<file path="src/shared/adc_consts.svh">
// constants of the converter control block
`ifndef ADC_CONSTS_SVH
`define ADC_CONSTS_SVH

// ****************************************
// register addresses
// ****************************************
`define ADC_ADDR_CONTROL     16'hFE58
`define ADC_ADDR_MODE        16'hFE59
`define ADC_ADDR_LOW         16'hFE5A
`define ADC_ADDR_HIGH        16'hFE5B
`define ADC_ADDR_IRQ_STATUS  16'hFE5C
`define ADC_ADDR_IRQ_MASK    16'hFE5D

// ****************************************
// field positions
// ****************************************
`define ADC_CTL_CHAN_HI      7
`define ADC_CTL_CHAN_LO      4
`define ADC_CTL_GO           2
`define ADC_CTL_DONE         1
`define ADC_CTL_IRQ_EN       0
`define ADC_MODE_RES8        6
`define ADC_MODE_DIV_HI      1
`define ADC_MODE_DIV_LO      0
`define ADC_LOW_NIB_HI       7
`define ADC_LOW_NIB_LO       4
`define ADC_LOW_DIV_MSB      0
`define ADC_IRQ_DONE_BIT     0

// ****************************************
// reset values and timing
// ****************************************
`define ADC_RESET_BYTE       8'h00
`define ADC_ZERO_BYTE        8'h00
`define ADC_TIME_NUM_12      52
`define ADC_TIME_NUM_8       32
`define ADC_TIME_ADD         16'h0002
`define ADC_TIME_DIV         16'h0003
`define ADC_CNT_ONE          16'h0001
`define ADC_CNT_ZERO         16'h0000

`endif

</file>
<file path="src/shared/adc_pkg.sv">
// types of the converter control block
package adc_pkg;

  // ****************************************
  // timer states
  // ****************************************
  typedef enum logic [0:0] {
    ADC_T_IDLE,
    ADC_T_RUN
  } adc_tstate_t;

  // ****************************************
  // timer settings and state
  // ****************************************
  typedef struct packed {
    logic [2:0] div_code;
    logic       res8;
    logic       dbl;
  } adc_setup_t;

  typedef struct packed {
    adc_tstate_t st;
    logic [15:0] cnt;
    logic        res8;
    logic        done;
  } adc_timer_state_t;

  typedef struct packed {
    logic [11:0] meta;
    logic [11:0] q;
  } adc_sync_state_t;

  // ****************************************
  // top state
  // ****************************************
  typedef struct packed {
    logic [3:0] channel;
    logic       go;
    logic       done;
    logic       irq_en;
    logic       res8;
    logic [1:0] div_lo;
    logic [3:0] low_nib;
    logic       div_msb;
    logic [7:0] high;
    logic       first12;
    logic       irq_status;
    logic       irq_mask;
    logic [7:0] rdata;
    logic       done_irq;
    logic       irq;
  } adc_top_state_t;

endpackage

</file>
<file path="src/adc_ctrl_top.sv">
// register file and sequencing of the converter control block
// ****************************************
// Overview of operation
// - mode bit 6: 0 twelve-bit, 1 eight-bit
// - eight-bit result to high byte only
// - twelve-bit: high byte plus low nibble
// - division code from low bit0, mode bits1..0
// - twelve-bit time ((52/ratio)+2)/3 cycles
// - eight-bit time ((32/ratio)+2)/3 cycles
// - first twelve-bit conversion after reset or after a switch from eight-bit takes double time
// - later conversions take normal time
// - writing go bit starts a conversion
// - channel select in control bits 7..4
// - completion sets done and clears go
// - interrupt while enable and done both set
// - reset or go cleared aborts conversion
// ****************************************
`timescale 1ns/1ps
`include "adc_consts.svh"
module adc_ctrl_top
  import adc_pkg::*;
#(
  parameter logic [15:0] P_NUM_12 = `ADC_TIME_NUM_12,
  parameter logic [15:0] P_NUM_8  = `ADC_TIME_NUM_8
)
(
  input  wire logic        I_CORE_CLK,
  input  wire logic        I_RST_N,
  input  wire logic [15:0] I_ADDR,
  input  wire logic [7:0]  I_WDATA,
  input  wire logic        I_WR,
  input  wire logic        I_RD,
  output logic      [7:0]  O_RDATA,
  input  wire logic [11:0] I_SAR_RESULT,
  output logic      [3:0]  O_CHANNEL,
  output logic             O_CONVERTING,
  output logic             O_RES8,
  output logic             O_DONE_IRQ,
  output logic             O_IRQ
);

  // ****************************************
  // declarations
  // ****************************************
  adc_top_state_t r;
  adc_top_state_t next_r;
  adc_setup_t     setup;
  logic [11:0]    sar_sync;
  logic           t_busy;
  logic           t_res8;
  logic           t_done;
  logic           conv_busy;
  logic           wr_ctl;
  logic           wr_mode;
  logic           wr_low;
  logic           wr_high;
  logic           wr_mask;
  logic           rd_status;
  logic           start;
  logic           abort;
  logic [7:0]     rd_val;

  // ****************************************
  // submodules
  // ****************************************
  adc_sync u_sync (
    .i_clk   (I_CORE_CLK),
    .i_rst_n (I_RST_N),
    .i_d     (I_SAR_RESULT),
    .o_q     (sar_sync)
  );

  adc_timer #(
    .P_NUM_12 (P_NUM_12),
    .P_NUM_8  (P_NUM_8)
  ) u_timer (
    .i_clk   (I_CORE_CLK),
    .i_rst_n (I_RST_N),
    .i_start (start),
    .i_abort (abort),
    .i_setup (setup),
    .o_busy  (t_busy),
    .o_res8  (t_res8),
    .o_done  (t_done)
  );

  // ****************************************
  // address decode
  // ****************************************
  always_comb
  begin
    wr_ctl    = I_WR && (I_ADDR == `ADC_ADDR_CONTROL);
    wr_mode   = I_WR && (I_ADDR == `ADC_ADDR_MODE);
    wr_low    = I_WR && (I_ADDR == `ADC_ADDR_LOW);
    wr_high   = I_WR && (I_ADDR == `ADC_ADDR_HIGH);
    wr_mask   = I_WR && (I_ADDR == `ADC_ADDR_IRQ_MASK);
    rd_status = I_RD && (I_ADDR == `ADC_ADDR_IRQ_STATUS);
  end

  // ****************************************
  // conversion start and abort
  // ****************************************
  always_comb
  begin
    conv_busy      = t_busy || t_done;
    start          = wr_ctl && I_WDATA[`ADC_CTL_GO] && !conv_busy;
    abort          = wr_ctl && !I_WDATA[`ADC_CTL_GO] && t_busy;
    setup.div_code = {r.div_msb, r.div_lo};
    setup.res8     = r.res8;
    setup.dbl      = r.first12;
  end

  // ****************************************
  // read mux
  // ****************************************
  always_comb
  begin
    rd_val = `ADC_ZERO_BYTE;
    unique case (I_ADDR)
      `ADC_ADDR_CONTROL:
      begin
        rd_val[`ADC_CTL_CHAN_HI:`ADC_CTL_CHAN_LO] = r.channel;
        rd_val[`ADC_CTL_GO]                       = r.go;
        rd_val[`ADC_CTL_DONE]                     = r.done;
        rd_val[`ADC_CTL_IRQ_EN]                   = r.irq_en;
      end
      `ADC_ADDR_MODE:
      begin
        rd_val[`ADC_MODE_RES8]                    = r.res8;
        rd_val[`ADC_MODE_DIV_HI:`ADC_MODE_DIV_LO] = r.div_lo;
      end
      `ADC_ADDR_LOW:
      begin
        rd_val[`ADC_LOW_NIB_HI:`ADC_LOW_NIB_LO] = r.low_nib;
        rd_val[`ADC_LOW_DIV_MSB]                = r.div_msb;
      end
      `ADC_ADDR_HIGH:
      begin
        rd_val = r.high;
      end
      `ADC_ADDR_IRQ_STATUS:
      begin
        rd_val[`ADC_IRQ_DONE_BIT] = r.irq_status;
      end
      `ADC_ADDR_IRQ_MASK:
      begin
        rd_val[`ADC_IRQ_DONE_BIT] = r.irq_mask;
      end
      default:
      begin
        rd_val = `ADC_ZERO_BYTE;
      end
    endcase
  end

  // ****************************************
  // next state
  // ****************************************
  always_comb
  begin
    next_r       = r;
    next_r.rdata = I_RD ? rd_val : `ADC_ZERO_BYTE;

    // control register
    if (wr_ctl)
    begin
      next_r.channel = I_WDATA[`ADC_CTL_CHAN_HI:`ADC_CTL_CHAN_LO];
      next_r.irq_en  = I_WDATA[`ADC_CTL_IRQ_EN];
      next_r.done    = I_WDATA[`ADC_CTL_DONE];
      if (start)
      begin
        next_r.go = 1'b1;
      end
      else if (!I_WDATA[`ADC_CTL_GO])
      begin
        next_r.go = 1'b0;
      end
    end

    // mode register, reserved bits held at zero
    if (wr_mode)
    begin
      next_r.res8   = I_WDATA[`ADC_MODE_RES8];
      next_r.div_lo = I_WDATA[`ADC_MODE_DIV_HI:`ADC_MODE_DIV_LO];
      if (r.res8 && !I_WDATA[`ADC_MODE_RES8])
      begin
        next_r.first12 = 1'b1;
      end
    end

    // result low byte and timing bit
    if (wr_low)
    begin
      next_r.low_nib = I_WDATA[`ADC_LOW_NIB_HI:`ADC_LOW_NIB_LO];
      next_r.div_msb = I_WDATA[`ADC_LOW_DIV_MSB];
    end

    if (wr_high)
    begin
      next_r.high = I_WDATA;
    end

    if (wr_mask)
    begin
      next_r.irq_mask = I_WDATA[`ADC_IRQ_DONE_BIT];
    end

    // status clears on read
    if (rd_status)
    begin
      next_r.irq_status = 1'b0;
    end

    // completion wins over software writes, except that a mode switch to twelve-bit keeps first12 set
    if (t_done)
    begin
      next_r.done       = 1'b1;
      next_r.go         = 1'b0;
      next_r.irq_status = 1'b1;
      next_r.high       = sar_sync[11:4];
      if (!t_res8)
      begin
        next_r.low_nib = sar_sync[3:0];
        if (!(wr_mode && r.res8 && !I_WDATA[`ADC_MODE_RES8]))
        begin
          next_r.first12 = 1'b0;
        end
      end
    end

    // registered interrupt lines
    next_r.done_irq = next_r.done && next_r.irq_en;
    next_r.irq      = next_r.irq_status && next_r.irq_mask;
  end

  // ****************************************
  // state register
  // ****************************************
  always_ff @(posedge I_CORE_CLK)
  begin
    if (!I_RST_N)
    begin
      r         <= '0;
      r.first12 <= 1'b1;
    end
    else
    begin
      r <= next_r;
    end
  end

  // ****************************************
  // outputs
  // ****************************************
  assign O_RDATA      = r.rdata;
  assign O_CHANNEL    = r.channel;
  assign O_CONVERTING = r.go;
  assign O_RES8       = r.res8;
  assign O_DONE_IRQ   = r.done_irq;
  assign O_IRQ        = r.irq;

endmodule

</file>
<file path="src/adc_sync.sv">
// two-stage synchroniser for the comparator result word
`timescale 1ns/1ps
module adc_sync
  import adc_pkg::*;
(
  input  wire logic        i_clk,
  input  wire logic        i_rst_n,
  input  wire logic [11:0] i_d,
  output logic      [11:0] o_q
);

  adc_sync_state_t r;
  adc_sync_state_t next_r;

  always_comb
  begin
    next_r      = r;
    next_r.meta = i_d;
    next_r.q    = r.meta;
  end

  always_ff @(posedge i_clk)
  begin
    if (!i_rst_n)
    begin
      r <= '0;
    end
    else
    begin
      r <= next_r;
    end
  end

  assign o_q = r.q;

endmodule

</file>
<file path="src/adc_timer.sv">
// conversion time counter
`timescale 1ns/1ps
`include "adc_consts.svh"
module adc_timer
  import adc_pkg::*;
#(
  parameter logic [15:0] P_NUM_12 = `ADC_TIME_NUM_12,
  parameter logic [15:0] P_NUM_8  = `ADC_TIME_NUM_8
)
(
  input  wire logic       i_clk,
  input  wire logic       i_rst_n,
  input  wire logic       i_start,
  input  wire logic       i_abort,
  input  adc_setup_t      i_setup,
  output logic            o_busy,
  output logic            o_res8,
  output logic            o_done
);

  adc_timer_state_t r;
  adc_timer_state_t next_r;
  logic [15:0]      base;
  logic [15:0]      cycles;

  // ((num / ratio) + 2) / 3 cycles, rounded up, doubled on request in twelve-bit mode only
  always_comb
  begin
    base   = ((i_setup.res8 ? P_NUM_8 : P_NUM_12) << i_setup.div_code) + `ADC_TIME_ADD;
    cycles = (base + `ADC_TIME_DIV - `ADC_CNT_ONE) / `ADC_TIME_DIV;
    if (i_setup.dbl && !i_setup.res8)
    begin
      cycles = {cycles[14:0], 1'b0};
    end
  end

  always_comb
  begin
    next_r      = r;
    next_r.done = 1'b0;
    unique case (r.st)
      ADC_T_IDLE:
      begin
        if (i_start)
        begin
          next_r.st   = ADC_T_RUN;
          next_r.cnt  = cycles;
          next_r.res8 = i_setup.res8;
        end
      end
      ADC_T_RUN:
      begin
        if (i_abort)
        begin
          next_r.st  = ADC_T_IDLE;
          next_r.cnt = `ADC_CNT_ZERO;
        end
        else if (r.cnt == `ADC_CNT_ONE)
        begin
          next_r.st   = ADC_T_IDLE;
          next_r.cnt  = `ADC_CNT_ZERO;
          next_r.done = 1'b1;
        end
        else
        begin
          next_r.cnt = r.cnt - `ADC_CNT_ONE;
        end
      end
    endcase
  end

  always_ff @(posedge i_clk)
  begin
    if (!i_rst_n)
    begin
      r <= '{st: ADC_T_IDLE, cnt: '0, res8: 1'b0, done: 1'b0};
    end
    else
    begin
      r <= next_r;
    end
  end

  assign o_busy = (r.st == ADC_T_RUN);
  assign o_res8 = r.res8;
  assign o_done = r.done;

endmodule

</file>
<file path="config.mk">
export PLATFORM = sky130hd
export DESIGN_NAME = adc_ctrl_top
export DESIGN_NICKNAME = d
export VERILOG_FILES = /design/src/shared/adc_pkg.sv /design/src/adc_ctrl_top.sv /design/src/adc_sync.sv /design/src/adc_timer.sv
export VERILOG_INCLUDE_DIRS = /design/src /design/src/shared
export SDC_FILE = /design/constraint.sdc
export NUM_CORES = 1
export LEC_CHECK = 0
export BUFFER_PORTS_ARGS = -buffer_cell sky130_fd_sc_hd__buf_2
export CORE_MARGIN = 8
export CORE_UTILIZATION = 40
export CTS_CLUSTER_DIAMETER = 60
export CTS_CLUSTER_SIZE = 14
export DETAILED_ROUTE_END_ITERATION = 16
export HOLD_SLACK_MARGIN = 0.06
export PLACE_DENSITY = 0.72
export SYNTH_ARGS = -nofsm -noshare
export SYNTH_HDL_FRONTEND = slang
export SYNTH_SLANG_ARGS = --single-unit
</file>
<file path="constraint.sdc">
create_clock -name I_CORE_CLK -period 3.95 [get_ports I_CORE_CLK]
set_input_delay 0.5925 -clock I_CORE_CLK [delete_from_list [all_inputs] [get_ports I_CORE_CLK]]
set_output_delay 0.5925 -clock I_CORE_CLK [all_outputs]
set_load 0.01 [all_outputs]
</file>
==> summary.md <==
| Metric | Value |
|---|---|
| Hold_buf cts | `0` |
| Synthesized Nets | `551` |
| Number of top-level pins | `56` |
| PD cells | `317 nW/um2` |
| CP max FO | `9` |
| First-pass GRT wire length | `17.0 mm` |
| DIE AREA | `13,900 um2` |
| Via count | `3,732` |
| Multi-input logic area | `2320 um2` |
| Die Wd | `118 um` |
| Final Non-Filler Cells | `682` |
| Layout Area Growth over Synthesis | `14.0%` |
| Hold wc startpoint | `u_sync.next_r[6]$_SDFF_PN0_` |
| Final Cycle Share | `0.909` |
| Reg area | `1580 um2` |
| Final Skew | `7.47 ps` |
| Initial antenna violation count | `0` |
| R2r startpoint | `r[26]$_SDFFE_PN0P_` |
| Fillers | `997` |
| Yosys cell types | `67` |
| TritonCTS Buffers | `9` |
| Residual DRC count | `0` |
| CP Data Required Time | `4190 ps` |
| RSZ-0062 raised after global routing | `no` |
| CTS Sinks | `79` |
| Synth Instances | `504` |
| Root Driver | `clkbuf_8` |
| CP Class | `register to register` |
| Setup_tns | `0 ps` |
| Final global-route overflow total | `0` |
| CP Capture Type | `register` |
| Status | `finished, final reports clean` |
| Fraction of layout cells with a size suffix above 1 | `0.201` |
| CP Launch Type | `register` |
| Worst-Skew Late Latency | `350 ps` |
| Clock transition at path regs | `90 ps` |
| Total Routed Length | `10.2 mm` |
| Leakage | `0.00195 uW` |
| DP HPWL | `7.45 mm` |
| Iter 0 DRT Violations | `271` |
| Via density | `5.47` |
| Fmax | `0.278 GHz` |
| Sequential share of the synthesized area | `0.380` |
| Post-synth EDFFs | `0` |
| Initial Util | `0.407` |
| Core box area | `10,200 um2` |
| Final #Nets | `588` |
| Clock buffer depth | `2` |
| Predominant post-synthesis flop cell | `dfxtp_1` |
| Hold Vio Cnt, Final | `0` |
| Antenna fix cells | `0` |
| Hold path cells | `1` |
| Synth Register Bits | `79` |
| Worst rel slew slack | `0.538` |
| HP Class | `register to register` |
| Fin crit period | `3590 ps` |
| Vias in the first global route | `3,481` |
| Antenna Nets Post-Route | `0` |
| R2R depth | `17` |
| Data arrival time of the worst path | `3830 ps` |
| Async set-or-reset flop fraction in the synthesized netlist | `0` |
| Worst-Margin Slew | `692 ps` |
| Buffers on Ports | `55` |
| Dpl cells | `664` |
| Tot GR Track Use | `0.145` |
| Max Cap Violations | `0` |
| Hold EP | `u_sync.o_q[6]$_SDFF_PN0_` |
| WL per Instance | `14.9 um` |
| Mean post-synth cell area | `8.26 um2` |
| Die height | `118 um` |
| Final setup violation count | `0` |
| H-tree levels | `3` |
| Cell area after synthesis | `4160 um2` |
| Synth warn | `0` |
| Slew Limit Fails | `0` |
| Overall Power | `1500 uW` |
| # rows | `37` |
| R2R Setup Slk | `360 ps` |
| RR Endpoint | `u_timer.r[2]$_SDFFE_PN0P_` |
| CTS tree | `built` |
| Worst vdd ir | `0.225 mV` |
| DR pass1 iterations | `5` |
| Routability Congestion | `0.848` |
| Largest net degree at the start of global routing | `39` |
-- metal layers --
| metal | routed length, um | up-vias | track usage | part of all wire |
|---|---|---|---|---|
| met5 | 0 | - | 0 | 0 |
| met2 | 4580 | 121 | 0.232 | 0.45 |
| li1 | - | 1874 | - | - |
| met1 | 4860 | 1721 | 0.188 | 0.48 |
| met4 | 211 | 0 | 0.0552 | 0.021 |
| met3 | 517 | 16 | 0.0297 | 0.051 |
-- state kept, by name (all words and copies together) (netlist names) --
register / cells
O_CHANNEL: 4
O_IRQ: 1
u_sync.next_r: 12
u_timer.o_done: 1
O_CONVERTING: 1
O_RES8: 1
u_timer.o_res8: 1
u_sync.o_q: 12
u_timer.o_busy: 1
O_DONE_IRQ: 1
O_RDATA: 8
u_timer.r: 16
r: 20
-- repair_timing --
action	in CTS	in global routing
pin swaps	0	1
setup buffers	0	2
gates resized for setup	1	9
setup endpoints to repair	2	3
-- worst max path at each step --
stage / startpoint / to / slack (ps) / cells past startpoint
after CTS: r[26]$_SDFFE_PN0P_ / u_timer.r[2]$_SDFFE_PN0P_ / 50 / 17
after floorplan: O_RES8$_SDFFE_PN0P_ / u_timer.r[2]$_SDFFE_PN0P_ / 50 / 19
after global placement: r[26]$_SDFFE_PN0P_ / u_timer.r[2]$_SDFFE_PN0P_ / 180 / 17
after global routing: O_RES8$_SDFFE_PN0P_ / u_timer.r[2]$_SDFFE_PN0P_ / 5 / 17
final: r[26]$_SDFFE_PN0P_ / u_timer.r[2]$_SDFFE_PN0P_ / 360 / 17
after detailed placement: r[26]$_SDFFE_PN0P_ / u_timer.r[2]$_SDFFE_PN0P_ / 20 / 17
-- stage by stage --
step,setup WS (ps),hold slack [ps],util,area (um2)
final,359,437,0.464,4750
after global routing,4.60,418,0.464,4750
after CTS,48.0,423,0.459,4690
after detailed placement,23.0,418,0.438,4480
after global placement,175,413,0.438,4480
after floorplan,48.1,410,-,4170
-- cells by family (layout without fill, tap and decap cells) --
group | count (synthesis) | count (layout) | synth area share
compound gates | 127 | 127 | 0.192
xor+xnor | 3 | 3 | 0.00631
fa+ha+maj | 7 | 7 | 0.0210
buf+inv | 62 | 104 | 0.0739
flops | 79 | 79 | 0.380
mux | 32 | 32 | 0.0835
simple gates | 194 | 194 | 0.243
-- worst max-delay path: stages, from the launching register on --
cell and delay (ps):
dfxtp_2 370, nor2_1 150, nand2_1 120, inv_1 150, ha_2 280, nor2b_1 110, o21ai_1 330, nand2_4 130
a21oi_1 160, o22ai_1 90, ha_2 220, or4_1 500, o221ai_1 130, ha_1 170, inv_1 40, a211o_1 260
mux2i_1 170, a211oi_1 100
-- area by class of cell --
cell class,count,share of cell area
well taps,136,0.0358
clock inverters,7,0.0179
multi-input cells,363,0.488
flip-flops and latches,79,0.334
inverters,16,0.0127
repair buffers,72,0.0859
clock buffers,9,0.0261
-- cells in the final DEF (no fill, tap or decap), types with 4 or more instances in the layout --
master | netlist | routed
dfxtp_1 | 79 | 77
nor2_1 | 64 | 64
buf_2 | 2 | 55
a21oi_1 | 42 | 42
nand2_1 | 30 | 29
mux2i_1 | 28 | 28
and2_1 | 26 | 26
o21ai_0 | 24 | 24
buf_4 | 13 | 16
a211oi_1 | 15 | 15
inv_1 | 14 | 14
nor3_1 | 15 | 13
nand3_1 | 10 | 10
nor4_1 | 9 | 9
clkbuf_8 | 0 | 9
o21ai_1 | 6 | 6
nand2b_1 | 6 | 6
nand4_1 | 5 | 5
ha_1 | 7 | 5
inv_6 | 0 | 4
-- power by group --
part / switching (uW) / leakage (uW) / internal [uW]
clock: 325 / 0.000107 / 306
combinational: 35.7 / 0.00120 / 26.7
sequential: 2.93 / 0.000642 / 807
total: 364 / 0.00195 / 1140
-- synth_stat cells (13+ instances only) --
cell type	instances	area share
nor2_1	64	0.058
o21ai_0	24	0.029
and2_1	26	0.039
buf_4	13	0.023
nand2_1	30	0.027
inv_1	14	0.013
clkbuf_1	25	0.023
dfxtp_1	79	0.38
a21oi_1	42	0.050
a211oi_1	15	0.027
nor3_1	15	0.018
mux2i_1	28	0.067
Note: power is estimated with default switching activity, not from simulation.
